File: config.mk
export PLATFORM = sky130hd
export DESIGN_NAME = cbl_config_loader
export DESIGN_NICKNAME = d
export VERILOG_FILES = /design/src/hw/cbl_pkg.sv /design/src/hw/cbl_config_loader.sv
export VERILOG_INCLUDE_DIRS = /design/src /design/src/hw
export SDC_FILE = /design/constraint.sdc
export NUM_CORES = 1
export LEC_CHECK = 0
export BUFFER_PORTS_ARGS = -buffer_cell sky130_fd_sc_hd__buf_2
export CORE_UTILIZATION = 59
export CTS_CLUSTER_SIZE = 8
export DETAILED_ROUTE_END_ITERATION = 16
export HOLD_SLACK_MARGIN = 0.02
export PLACE_DENSITY = 0.9
export SLEW_MARGIN = 5
export SYNTH_ARGS = -nofsm -noshare
export SYNTH_HDL_FRONTEND = slang
export SYNTH_SLANG_ARGS = --single-unit
File: constraint.sdc
create_clock -name clk_sys -period 5.4 [get_ports clk_sys]
set_input_delay 1.08 -clock clk_sys [delete_from_list [all_inputs] [get_ports clk_sys]]
set_output_delay 1.08 -clock clk_sys [all_outputs]
set_load 0.01 [all_outputs]
File: src/hw/cbl_defs.svh
// Purpose: Constants of the option byte loader and lock block.
// Assumes: Included by its bare name from hw/.
// Notes: Types live in cbl_pkg.
// What this block does
// Boot bit picks application or loader flash
// Debugger enable bit is active low
// Keep bit makes shared pin a reset
// Locked chip reads blank, ignores programming
// Options readable; locked only whole erase clears
// Lock never restricts in-application programming
// Loader size field splits eighteen kilobyte flash
// Option bits copied to live copies after reset
// Programmer leaves reserved option bits unprogrammed
// Reset pin low enters in-circuit programming
// Data pin shifts in step with link clock
// Loader size byte ships as all ones
// Debug unit dead while chip is locked
// Erased option bit reads one, selects default
`ifndef CBL_DEFS_SVH
`define CBL_DEFS_SVH
// Erased value of an option byte and of a blank flash byte.
`define CBL_ERASED 8'hFF
`define CBL_BLANK 8'hFF
// Reserved bits of each option byte, held at one.
`define CBL_OPT0_RSV 8'h69
`define CBL_OPT1_RSV 8'hF8
// Live copies after power-on, every field erased.
`define CBL_LIVE_ERASED 6'h3F
// Flash size in kilobytes.
`define CBL_FLASH_KB 18
// Loader size codes and the kilobytes they give.
`define CBL_LD_NONE 3'h7
`define CBL_LD_1K 3'h6
`define CBL_LD_2K 3'h5
`define CBL_LD_3K 3'h4
`define CBL_KB_0 3'h0
`define CBL_KB_1 3'h1
`define CBL_KB_2 3'h2
`define CBL_KB_3 3'h3
`define CBL_KB_4 3'h4
// Frame layout: 3 command bits, 15 address bits, 8 data bits.
`define CBL_HDR_LAST 5'h11
`define CBL_FRAME_LAST 5'h19
`define CBL_HD_CMD 17:15
`define CBL_HD_ADDR 14:0
`define CBL_FR_CMD 25:23
`define CBL_FR_ADDR 22:8
`define CBL_FR_DATA 7:0
// Link commands.
`define CBL_CMD_RD_FLASH 3'h0
`define CBL_CMD_RD_OPT 3'h1
`define CBL_CMD_PR_FLASH 3'h2
`define CBL_CMD_PR_OPT 3'h3
`define CBL_CMD_ERASE_ALL 3'h4
`endif

File: src/hw/cbl_pkg.sv
// Purpose: Types of the option byte loader and lock block.
// Assumes: Nothing beyond SystemVerilog.
// Notes: Constants sit in cbl_defs.svh.
package cbl_pkg;
	// First option byte, bit 7 down to bit 0.
	typedef struct packed
	{
		logic boot_source_select;
		logic [1:0] rsv_hi;
		logic debugger_enable_n;
		logic rsv_mid;
		logic reset_pin_keep;
		logic chip_unlocked;
		logic rsv_lo;
	} cbl_opt0_type;
	// Live copies that software may change.
	typedef struct packed
	{
		logic boot_source_select;
		logic debugger_enable_n;
		logic reset_pin_keep;
		logic [2:0] loader_area_size;
	} cbl_live_type;
	// One request to the flash array.
	typedef struct packed
	{
		logic req;
		logic we;
		logic [14:0] addr;
		logic [7:0] wdata;
	} cbl_flash_type;
	// Phase of a programming link frame.
	typedef enum logic [1:0]
	{
		CBL_HEADER = 2'b00,
		CBL_READ = 2'b01,
		CBL_WRITE = 2'b10
	} cbl_icp_state_type;
endpackage

File: src/hw/cbl_config_loader.sv
// Purpose: Option bytes, live copies, chip lock and programming link.
// Assumes: Flash array answers a read one cycle after its request.
// Notes: Option storage and link logic survive every reset but power-on.
`timescale 1ns/1ps
`include "cbl_defs.svh"
module cbl_config_loader #(
	parameter int FLASH_KB = `CBL_FLASH_KB
) (
	// Clock and resets.
	input wire logic clk_sys,
	input wire logic rst_n,
	input wire logic por_n,
	input wire logic last_reset_sw,
	// Shared reset pin.
	input wire logic reset_pin_in,
	// Programming link pins.
	input wire logic prog_clock_pin,
	input wire logic prog_data_in,
	output logic prog_data_out,
	output logic prog_data_oe_n,
	// Flash array port.
	output cbl_pkg::cbl_flash_type flash_cmd,
	output logic flash_erase_all,
	input wire logic [7:0] flash_rdata,
	// In-application writes of the option bytes.
	input wire logic iap_opt_wr,
	input wire logic iap_opt_sel,
	input wire logic [7:0] iap_opt_wdata,
	// Software access to the live copies.
	input wire logic sw_live_wr,
	input wire cbl_pkg::cbl_live_type sw_live_data,
	output cbl_pkg::cbl_live_type live,
	// Decoded controls.
	output logic boot_from_app,
	output logic debug_unit_en,
	output logic reset_pin_is_reset,
	output logic ext_reset_req,
	output logic chip_locked,
	output logic in_circuit_programming,
	output logic [2:0] loader_kbytes,
	output logic [4:0] app_kbytes
);

	// Refuse a flash size the five-bit app_kbytes output cannot carry.
	if (FLASH_KB < 4 || FLASH_KB > 31)
	begin : g_bad_size
		$error("FLASH_KB must lie between 4 and 31.");
	end

	// Two-stage synchronisers and the previous link clock level.
	logic [1:0] rst_pin_sync;
	logic [1:0] clk_pin_sync;
	logic [1:0] dat_pin_sync;
	logic clk_pin_prev;
	logic clk_rise;
	// Nonvolatile option bytes.
	cbl_pkg::cbl_opt0_type opt0;
	logic [7:0] opt1;
	// Frame engine state.
	cbl_pkg::cbl_icp_state_type icp_state;
	logic [4:0] bit_cnt;
	logic [25:0] shift_in;
	logic [7:0] shift_out;
	logic hdr_done;
	logic frame_done;
	logic rd_capture;
	// Copy request, high during reset and for one cycle after release.
	logic load_pend;
	// Command of the frame just finished.
	logic [2:0] fr_cmd;
	logic [2:0] hd_cmd;
	logic opt_prog_ok;
	logic erase_now;

	assign clk_rise = clk_pin_sync[1] & ~clk_pin_prev;
	assign fr_cmd = shift_in[`CBL_FR_CMD];
	assign hd_cmd = shift_in[`CBL_HD_CMD];
	// Option bytes may be programmed singly only while unlocked.
	assign opt_prog_ok = frame_done & (fr_cmd == `CBL_CMD_PR_OPT) & opt0.chip_unlocked;
	assign erase_now = frame_done & (fr_cmd == `CBL_CMD_ERASE_ALL);

	// Pins from outside pass two flip-flops before any logic reads them.
	always_ff @(posedge clk_sys or negedge por_n)
	begin
		if (!por_n)
		begin
			rst_pin_sync <= 2'h3;
			clk_pin_sync <= 2'h0;
			dat_pin_sync <= 2'h3;
			clk_pin_prev <= 1'b0;
		end
		else
		begin
			rst_pin_sync <= {rst_pin_sync[0], reset_pin_in};
			clk_pin_sync <= {clk_pin_sync[0], prog_clock_pin};
			dat_pin_sync <= {dat_pin_sync[0], prog_data_in};
			clk_pin_prev <= clk_pin_sync[1];
		end
	end

	// Reset pin low holds the link in programming mode.
	always_ff @(posedge clk_sys or negedge por_n)
	begin
		if (!por_n)
		begin
			in_circuit_programming <= 1'b0;
			ext_reset_req <= 1'b0;
		end
		else
		begin
			in_circuit_programming <= ~rst_pin_sync[1];
			// A plain input pin never asks for a reset.
			ext_reset_req <= live.reset_pin_keep & ~rst_pin_sync[1];
		end
	end

	// Frame engine: bits enter on each rising link clock edge.
	always_ff @(posedge clk_sys or negedge por_n)
	begin
		if (!por_n)
		begin
			icp_state <= cbl_pkg::CBL_HEADER;
			bit_cnt <= 5'h00;
			shift_in <= 26'h000_0000;
		end
		else if (!in_circuit_programming)
		begin
			// Leaving the mode drops any half frame.
			icp_state <= cbl_pkg::CBL_HEADER;
			bit_cnt <= 5'h00;
		end
		else if (clk_rise)
		begin
			shift_in <= {shift_in[24:0], dat_pin_sync[1]};
			bit_cnt <= bit_cnt + 5'h01;
			unique case (icp_state)
				cbl_pkg::CBL_HEADER:
				begin
					// The header's command sits one bit short of its place.
					if (bit_cnt == `CBL_HDR_LAST)
					begin
						if (shift_in[16:15] == 2'h0)
							icp_state <= cbl_pkg::CBL_READ;
						else
							icp_state <= cbl_pkg::CBL_WRITE;
					end
				end
				cbl_pkg::CBL_READ,
				cbl_pkg::CBL_WRITE:
				begin
					if (bit_cnt == `CBL_FRAME_LAST)
					begin
						icp_state <= cbl_pkg::CBL_HEADER;
						bit_cnt <= 5'h00;
					end
				end
				default:
				begin
					icp_state <= cbl_pkg::CBL_HEADER;
					bit_cnt <= 5'h00;
				end
			endcase
		end
	end

	// One-cycle marks for a finished header and a finished write frame.
	always_ff @(posedge clk_sys or negedge por_n)
	begin
		if (!por_n)
		begin
			hdr_done <= 1'b0;
			frame_done <= 1'b0;
			rd_capture <= 1'b0;
		end
		else
		begin
			hdr_done <= in_circuit_programming & clk_rise & (bit_cnt == `CBL_HDR_LAST)
				& (icp_state == cbl_pkg::CBL_HEADER);
			frame_done <= in_circuit_programming & clk_rise & (bit_cnt == `CBL_FRAME_LAST)
				& (icp_state == cbl_pkg::CBL_WRITE);
			rd_capture <= flash_cmd.req & ~flash_cmd.we;
		end
	end

	// Flash requests; programming is dropped while locked.
	always_ff @(posedge clk_sys or negedge por_n)
	begin
		if (!por_n)
		begin
			flash_cmd <= '0;
			flash_erase_all <= 1'b0;
		end
		else
		begin
			flash_cmd <= '0;
			flash_erase_all <= erase_now;
			if (hdr_done && hd_cmd == `CBL_CMD_RD_FLASH)
			begin
				flash_cmd.req <= 1'b1;
				flash_cmd.addr <= shift_in[`CBL_HD_ADDR];
			end
			else if (frame_done && fr_cmd == `CBL_CMD_PR_FLASH && opt0.chip_unlocked)
			begin
				flash_cmd.req <= 1'b1;
				flash_cmd.we <= 1'b1;
				flash_cmd.addr <= shift_in[`CBL_FR_ADDR];
				flash_cmd.wdata <= shift_in[`CBL_FR_DATA];
			end
		end
	end

	// Read data goes out MSB first, one bit per rising link edge.
	always_ff @(posedge clk_sys or negedge por_n)
	begin
		if (!por_n)
		begin
			shift_out <= `CBL_BLANK;
			prog_data_out <= 1'b1;
			prog_data_oe_n <= 1'b1;
		end
		else
		begin
			if (rd_capture)
				// A locked chip shows only blank bytes.
				shift_out <= opt0.chip_unlocked ? flash_rdata : `CBL_BLANK;
			else if (hdr_done && hd_cmd == `CBL_CMD_RD_OPT)
				// Option bytes stay readable whatever the lock.
				shift_out <= shift_in[0] ? opt1 : opt0;
			else if (clk_rise && icp_state == cbl_pkg::CBL_READ)
				shift_out <= {shift_out[6:0], 1'b1};
			prog_data_out <= shift_out[7];
			prog_data_oe_n <= ~(in_circuit_programming && icp_state == cbl_pkg::CBL_READ);
		end
	end

	// Option storage; erased bits read one and select defaults.
	always_ff @(posedge clk_sys or negedge por_n)
	begin
		if (!por_n)
		begin
			opt0 <= `CBL_ERASED;
			opt1 <= `CBL_ERASED;
		end
		else if (erase_now)
		begin
			// Whole erase is the one link command out of the lock; writes from code on the chip can also unlock.
			opt0 <= `CBL_ERASED;
			opt1 <= `CBL_ERASED;
		end
		else if (opt_prog_ok)
		begin
			// Reserved bits are kept unprogrammed whatever arrives.
			if (shift_in[8])
				opt1 <= shift_in[`CBL_FR_DATA] | `CBL_OPT1_RSV;
			else
				opt0 <= shift_in[`CBL_FR_DATA] | `CBL_OPT0_RSV;
		end
		else if (iap_opt_wr)
		begin
			// Code on the chip writes options even when locked.
			if (iap_opt_sel)
				opt1 <= iap_opt_wdata | `CBL_OPT1_RSV;
			else
				opt0 <= iap_opt_wdata | `CBL_OPT0_RSV;
		end
	end

	// Copy request follows the system reset.
	always_ff @(posedge clk_sys or negedge rst_n)
	begin
		if (!rst_n)
			load_pend <= 1'b1;
		else
			load_pend <= 1'b0;
	end

	// Live copies load after reset, then software owns them.
	always_ff @(posedge clk_sys or negedge por_n)
	begin
		if (!por_n)
			live <= `CBL_LIVE_ERASED;
		else if (load_pend)
		begin
			// A software reset leaves the boot choice as it was.
			if (!last_reset_sw)
				live.boot_source_select <= opt0.boot_source_select;
			live.debugger_enable_n <= opt0.debugger_enable_n;
			live.reset_pin_keep <= opt0.reset_pin_keep;
			live.loader_area_size <= opt1[2:0];
		end
		else if (sw_live_wr)
			live <= sw_live_data;
	end

	// Loader kilobytes for a size code; codes below four all give the largest loader.
	function automatic logic [2:0] loader_kb_of(input logic [2:0] code);
		if (!code[2])
			return `CBL_KB_4;
		return `CBL_LD_NONE - code;
	endfunction

	// Decoded controls from the live copies; the lock state comes straight from opt0.
	always_ff @(posedge clk_sys or negedge por_n)
	begin
		if (!por_n)
		begin
			boot_from_app <= 1'b1;
			debug_unit_en <= 1'b0;
			reset_pin_is_reset <= 1'b1;
			chip_locked <= 1'b0;
			loader_kbytes <= `CBL_KB_0;
			app_kbytes <= 5'(FLASH_KB);
		end
		else
		begin
			boot_from_app <= live.boot_source_select;
			// Enable is low active and the lock overrides it.
			debug_unit_en <= ~live.debugger_enable_n & opt0.chip_unlocked;
			reset_pin_is_reset <= live.reset_pin_keep;
			chip_locked <= ~opt0.chip_unlocked;
			unique casez (live.loader_area_size)
				`CBL_LD_NONE: loader_kbytes <= `CBL_KB_0;
				`CBL_LD_1K: loader_kbytes <= `CBL_KB_1;
				`CBL_LD_2K: loader_kbytes <= `CBL_KB_2;
				`CBL_LD_3K: loader_kbytes <= `CBL_KB_3;
				3'b0??: loader_kbytes <= `CBL_KB_4;
			endcase
			app_kbytes <= 5'(FLASH_KB) - {2'h0, loader_kb_of(live.loader_area_size)};
		end
	end

	// Locked reads of flash give blank bytes.
	lock_read_a: assert property (@(posedge clk_sys) disable iff (!por_n)
		rd_capture && !opt0.chip_unlocked |=> shift_out == `CBL_BLANK)
		else $error("Locked flash read did not return blank.");

	// No flash write leaves while locked.
	lock_prog_a: assert property (@(posedge clk_sys) disable iff (!por_n)
		flash_cmd.we |-> $past(opt0.chip_unlocked))
		else $error("Flash written while locked.");

	// Locked options ignore single programming.
	opt_lock_a: assert property (@(posedge clk_sys) disable iff (!por_n)
		frame_done && fr_cmd == `CBL_CMD_PR_OPT && !opt0.chip_unlocked && !iap_opt_wr
		|=> $stable(opt0) && $stable(opt1))
		else $error("Locked option byte changed.");

	// In-application writes act when locked too.
	iap_write_a: assert property (@(posedge clk_sys) disable iff (!por_n)
		iap_opt_wr && !iap_opt_sel && !erase_now && !opt_prog_ok
		|=> opt0 == ($past(iap_opt_wdata) | `CBL_OPT0_RSV))
		else $error("In-application option write lost.");

	// Debug unit off whenever locked.
	debug_gate_a: assert property (@(posedge clk_sys) disable iff (!por_n)
		debug_unit_en |-> !$past(live.debugger_enable_n) && $past(opt0.chip_unlocked))
		else $error("Debug unit enabled against its bits.");

	// Loader and application share the whole flash.
	size_split_a: assert property (@(posedge clk_sys) disable iff (!por_n)
		5'(loader_kbytes) + app_kbytes == 5'(FLASH_KB))
		else $error("Flash split does not add up.");

	// Boot choice follows the option after a hardware reset.
	boot_load_a: assert property (@(posedge clk_sys) disable iff (!por_n)
		load_pend && !last_reset_sw && rst_n |=> ##1
		boot_from_app == $past(opt0.boot_source_select, 2))
		else $error("Boot source not loaded.");

	// Software writes reach the live copies.
	live_write_a: assert property (@(posedge clk_sys) disable iff (!por_n || !rst_n)
		sw_live_wr && !load_pend |=> live == $past(sw_live_data))
		else $error("Live copy write lost.");

	// Data pin driven only inside programming mode.
	link_drive_a: assert property (@(posedge clk_sys) disable iff (!por_n)
		!prog_data_oe_n |-> $past(in_circuit_programming))
		else $error("Data pin driven outside programming.");

	// Reset requests come only from a reset-function pin.
	pin_reset_a: assert property (@(posedge clk_sys) disable iff (!por_n)
		ext_reset_req |-> $past(live.reset_pin_keep) && !$past(rst_pin_sync[1]))
		else $error("Reset raised by a plain input pin.");

endmodule // cbl_config_loader

==> impl_metrics.py, run 1 <==
metrics = {
    "final_layout": {
        "nets": 474,
        "final_cell_area_mm2": 0.00506,
        "seq_area_mm2": 0.00272,
        "finalNonFillerCells": 537,
        "multi_input_area_mm2": 0.00155,
        "fillers": 507,
        "diodes": 0,
        "drive_gt1_frac": 0.368,
        "fin_util": 0.702,
        "synthToLayoutAreaGrowth_pct": 15.6,
    },
    "placed_design": {
        "hpwl_mm": 5.73,
        "postPlaceCellArea_mm2": 0.00483,
        "io_buffers": 76,
        "dpl.cell_count": 521,
        "place.gp.congestion": 0.901,
        "dpl_worst_slack_ns": 3.05,
    },
    "setup_path": {
        "path_max_fanout": 30,
        "r2r-start": "clk_pin_sync[1]",
        "critPathArrivalTime_ns": 2.77,
        "crit_type": "reg -> reg",
        "cp-endpoint": "icp_state[1]",
        "critPathLaunch": "clk_pin_sync[1]",
        "r2r_cells": 4,
        "worstPathRequired_ns": 5.69,
        "worstSetupStartpointType": "flip-flop",
        "rr_endpoint": "icp_state[1]",
        "ff2ff_setup_slack_ns": 2.92,
        "cp-end-kind": "flip-flop",
    },
    "synthesis": {
        "synthArstFlopShare": 1.00,
        "synth_warnings": 0,
        "synthTopCellsByCount": "75 x dfrtp_1, 49 x nand2_1, 32 x dfstp_2",
        "synth_seq_cells": 107,
        "synth_ff_type": "dfrtp_1",
        "yosysMostFrequentCell": "dfrtp_1",
        "synth_top_area_frac": 0.429,
        "ys_seq_area_frac": 0.621,
        "syn-num-nets": 402,
        "netlist_area_mm2": 0.00438,
        "synth_edf_count": 0,
        "syn-instance-count": 361,
        "synthTopCellsByArea": "dfrtp_1 43%, dfstp_2 19%, mux2_2 7.5%",
        "yosys.area.top_type": "dfrtp_1",
        "ys_types": 48,
        "avgSynthCellArea_um2": 12.1,
    },
    "global_route": {
        "antenna_found_initial": 0,
        "grt_pass1_vias": 2917,
        "grt_max_degree": 61,
        "grt_first_pass_wirelength_mm": 13.7,
        "overflow": 0,
        "grt_usage": 0.238,
    },
    "sta": {
        "relSlewSlack": 0.202,
        "worst_pin_slew_ns": 1.19,
        "rsz0062_at_grt": "false",
        "tns_ns": 0,
        "slew_violations": 0,
        "fin_skew_ns": 0.00883,
        "finalWorstSetupSlack_ns": 2.92,
        "fin_crit_sh": 0.459,
        "hold_violations": 0,
        "fmax_ghz": 0.403,
        "min_period_ns": 2.48,
        "finalSetupViolations": 0,
    },
    "power_and_ir_drop": {
        "p_per_area_mw_per_mm2": 322,
        "p_leak_uw": 0.00256,
        "peakVddDrop_mv": 0.145,
    },
    "hold_path": {
        "hold_path.class": "reg -> reg",
        "min_from": "rst_pin_sync[0]",
    },
    "die": {
        "die_y_um": 88.1,
        "dieArea_mm2": 0.00777,
        "die_width_um": 88.1,
        "coreArea_mm2": 0.00721,
        "start_util": 0.607,
        "ios": 80,
        "num_rows": 31,
    },
    "detailed_routing": {
        "viasPerCell": 5.57,
        "dr.pass1.iters": 4,
        "remaining_drc_errors": 0,
        "drt_iter0_markers": 135,
        "wl_mm": 8.54,
        "via_count": 2992,
        "wl_per_cell_um": 15.9,
        "ant_nets": 0,
    },
    "clock_tree": {
        "cts_made_buffers": 9,
        "h-tree-depth": 3,
        "clock-sinks": 107,
        "root_buffer": "clkbuf_8",
        "cts_hold_buf": 0,
        "insertion_delay_ns": 0.36,
        "tritoncts": "done",
        "post_cts_buffers": 0,
        "clk_pin_slew_ns": 0.09,
        "post_cts_resized": 0,
        "cts.path.max_buffers": 2,
    },
    "run_status": {
        "status": "completed",
    },
    "run": {
        "maxCapViolCount": 0,
    },
}
[layout by cell type, fill, tap and decap left out, types with 2 or more instances in the layout]
cell and instances:
o31ai_1 3, inv_1 11, nand3_1 15, o32ai_1 6
and3_1 8, nor3_1 5, o22a_1 4, nor2_1 12
a32o_1 2, nor2b_1 7, ha_1 9, nor4_1 4
nand4_1 2, dfrtp_1 75, o21ai_0 21, a21oi_1 7
buf_4 3, bufinv_16 2, mux2i_1 8, nor4b_1 2
nor3b_1 2, a22o_1 2, nand2_1 49, o211ai_1 3
nand3b_1 4, nand2b_1 2, clkinvlp_4 2, dfstp_2 32
buf_2 75, mux2_2 29, clkbuf_8 10
[flip-flops by register name, indices dropped and copies added (netlist names), 2 cells and up]
| signal | flops |
|---|---|
| clk_pin_sync | 2 |
| bit_cnt | 5 |
| shift_out | 8 |
| app_kbytes | 5 |
| loader_kbytes | 3 |
| opt0 | 4 |
| rst_pin_sync | 2 |
| icp_state | 2 |
| shift_in | 26 |
| opt1 | 3 |
| flash_cmd | 25 |
| live | 6 |
| dat_pin_sync | 2 |
[area by class of cell]
| class | count | area share |
|---|---|---|
| flip-flops and latches | 107 | 0.537 |
| multi-input cells | 225 | 0.306 |
| repair buffers | 78 | 0.0786 |
| clock inverters | 5 | 0.0171 |
| inverters | 12 | 0.00890 |
| well taps | 99 | 0.0245 |
| clock buffers | 11 | 0.0279 |
[power breakdown]
group,total (uW),leakage [uW],internal (uW),switching (uW)
combinational,147,0.00110,70.2,77.1
clock,538,0.000108,277,261
sequential,944,0.00135,877,67.1
[cells by family (layout without fill, tap and decap cells)]
logic type,count (synthesis),in the layout,synth area share
mux,37,37,0.0929
fa+ha+maj,9,9,0.0257
flops,107,107,0.621
compound gates,55,55,0.0846
simple gates,122,122,0.147
buf+inv,29,106,0.0263
other cells,1,1,0.000857
xor+xnor,1,1,0.00200
[critical path: stages (launching register included)]
cell and delay, ns:
dfrtp_1 0.37, nor2b_1 0.33, nand2_1 0.77, nor4_1 0.72, a32o_1 0.22
[routing by layer]
metal	global-route usage	vias up	wire (um)
met5	0	-	0
met3	0.0330	19	366
met2	0.393	86	4260
met4	0.116	0	221
li1	-	1413	-
met1	0.312	1474	3700
[worst min path at each step]
stage                           end  slack (ns)  depth (start not counted)
floorplan           clk_pin_sync[1]        0.33                          0
global placement    clk_pin_sync[1]        0.34                          0
detailed placement  clk_pin_sync[1]        0.35                          0
CTS                 dat_pin_sync[1]        0.36                          0
global route        rst_pin_sync[1]        0.37                          0
finish              rst_pin_sync[1]        0.36                          0
[through the flow]
stage               hold WS [ns]  power, uW
floorplan                  0.331       1020
global placement           0.339       1090
detailed placement         0.345       1110
CTS                        0.361       1640
global route               0.368       1700
finish                     0.361       1630
Power figures use the tool's default switching activity.
==> run 2, diff against run 1 <==
- CORE_UTILIZATION: 59 -> 55
- PLACE_DENSITY: 0.9 -> 0.85
- clock period: 5.4 -> 2.3 ns (I/O delays scaled with it)
==> impl_metrics.py, run 2 (synthesis gave the netlist of run 1 again) <==
metrics = {
    "final_layout": {
        "drive_gt1_frac": 0.378,
        "synthToLayoutAreaGrowth_pct": 17.2,
        "reg_top3": "shift_in: 26 flops, flash_cmd: 25 flops, shift_out: 8 flops",
        "layout_common_cells": "75 x dfrtp_1, 75 x buf_2, 49 x nand2_1",
        "diodes": 0,
        "largest_reg_flops": 26,
        "regMostFlops": "shift_in",
        "fillers": 573,
        "nets": 481,
        "final_cell_area_mm2": 0.00513,
    },
    "die": {
        "start_util": 0.566,
        "ios": 80,
        "dieArea_mm2": 0.00832,
        "die_width_um": 91.2,
        "die_y_um": 91.2,
        "coreArea_mm2": 0.00773,
        "num_rows": 32,
    },
    "detailed_routing": {
        "ant_nets": 0,
        "dr.pass1.iters": 4,
        "drt_iter0_markers": 177,
        "viasPerCell": 5.51,
        "via_count": 3012,
        "remaining_drc_errors": 0,
        "wl_per_cell_um": 15.7,
        "wl_mm": 8.61,
    },
    "sta": {
        "hold_violations": 0,
        "finalSetupViolations": 0,
        "finalWorstSetupSlack_ns": 0.384,
        "fin_crit_sh": 0.833,
        "rsz0062_at_grt": "false",
        "fmax_ghz": 0.522,
        "worst_pin_slew_ns": 0.505,
        "relSlewSlack": 0.663,
        "slew_violations": 0,
        "min_period_ns": 1.92,
        "fin_skew_ns": 0.00933,
        "tns_ns": 0,
    },
    "clock_tree": {
        "post_cts_resized": 0,
        "tritoncts": "done",
        "post_cts_buffers": 0,
        "root_buffer": "clkbuf_8",
        "clock-sinks": 107,
        "insertion_delay_ns": 0.37,
        "clk_pin_slew_ns": 0.10,
        "cts.path.max_buffers": 2,
        "h-tree-depth": 3,
        "cts_made_buffers": 9,
    },
    "power_and_ir_drop": {
        "power_switching_uw": 983,
        "swShare": 0.262,
        "p_leak_uw": 0.00259,
        "pwr-share-seq": 0.588,
        "p_per_area_mw_per_mm2": 733,
        "clock_power_share": 0.318,
        "peakVddDrop_mv": 0.303,
        "p_int_uw": 2770,
        "p_comb_frac": 0.094,
        "power.total_uw": 3760,
    },
    "global_route": {
        "grt_pass1_vias": 3024,
        "grt_usage": 0.226,
        "overflow": 0,
        "grt_max_degree": 52,
        "antenna_found_initial": 0,
        "grt_first_pass_wirelength_mm": 14.4,
    },
    "placed_design": {
        "hpwl_mm": 5.75,
        "io_buffers": 76,
        "place.gp.congestion": 0.836,
        "dpl_worst_slack_ns": 0.422,
        "postPlaceCellArea_mm2": 0.00491,
    },
    "setup_path": {
        "worstPathRequired_ns": 2.56,
        "crit_type": "reg -> reg",
        "rr_endpoint": "bit_cnt[3]",
        "ff2ff_setup_slack_ns": 0.38,
        "cp-end-kind": "flip-flop",
        "path_max_fanout": 7,
        "r2r-start": "icp_state[0]",
        "worstSetupStartpointType": "flip-flop",
        "r2r_cells": 6,
        "critPathArrivalTime_ns": 2.17,
    },
    "hold_path": {
        "hold_path.class": "in -> async",
    },
    "run_status": {
        "status": "completed",
    },
    "run": {
        "maxCapViolCount": 0,
    },
}
run 2: changes by cell type in the layout (fill, tap and decap cells not counted), sizes merged:
cell	previous run	this run
clkinv	1	3
dlygate4sd3	0	1
bufinv	2	1
buf	78	84
clkbuf	11	10
run 2: timing repair:
item / in CTS / in global routing
endpoints found under the setup margin: 0 / 0
hold buffers: 1 / 0
hold endpoints to repair: 1 / 0
run 2: power by group through the flow:
stage | clock network (uW) | registers [uW] | logic [uW]
after floorplan | 0 | 2210 | 184
after global placement | 0 | 2240 | 337
after global routing | 1270 | 2230 | 394
after detailed placement | 0 | 2240 | 352
after CTS | 1220 | 2210 | 358
final | 1200 | 2210 | 352
run 2: how the worst max path moves through the flow:
stage                       startpoint         end  slack (ns)  cells past startpoint
after floorplan           icp_state[0]  bit_cnt[3]        0.60                      6
after global placement    icp_state[0]  bit_cnt[3]        0.51                      6
after detailed placement  icp_state[0]  bit_cnt[3]        0.42                      6
after CTS                 icp_state[0]  bit_cnt[3]        0.38                      6
after global routing      icp_state[0]  bit_cnt[3]        0.27                      6
final                     icp_state[0]  bit_cnt[3]        0.38                      6
run 2: critical path, stage by stage, from the launching register on:
cell      delay, ns
dfrtp_1        0.43
inv_1          0.08
ha_1           0.33
or2_2          0.30
o211ai_1       0.25
nor3_1         0.12
a211o_1        0.30
run 2: final cells by class:
cell class | count | area, um^2 | area share
flip-flops and latches | 107 | 2720 | 0.530
multi-input cells | 225 | 1550 | 0.302
repair buffers | 85 | 478 | 0.0932
clock buffers | 10 | 138 | 0.0268
well taps | 102 | 128 | 0.0249
clock inverters | 6 | 73.8 | 0.0144
inverters | 12 | 45.0 | 0.00878
run 2: routing by layer:
layer / track usage / share of wire
met5: 0 / 0
met4: 0.0979 / 0.021
met3: 0.0402 / 0.041
met2: 0.364 / 0.50
met1: 0.302 / 0.44
run 2: stage by stage:
| stage | hold slack (ns) | cells | utilization |
|---|---|---|---|
| after floorplan | 0.164 | 361 | - |
| after global placement | 0.334 | 530 | 0.635 |
| after detailed placement | 0.336 | 530 | 0.635 |
| after CTS | 0.0600 | 547 | 0.664 |
| after global routing | 0.0852 | 547 | 0.664 |
| final | 0.0568 | 547 | 0.664 |
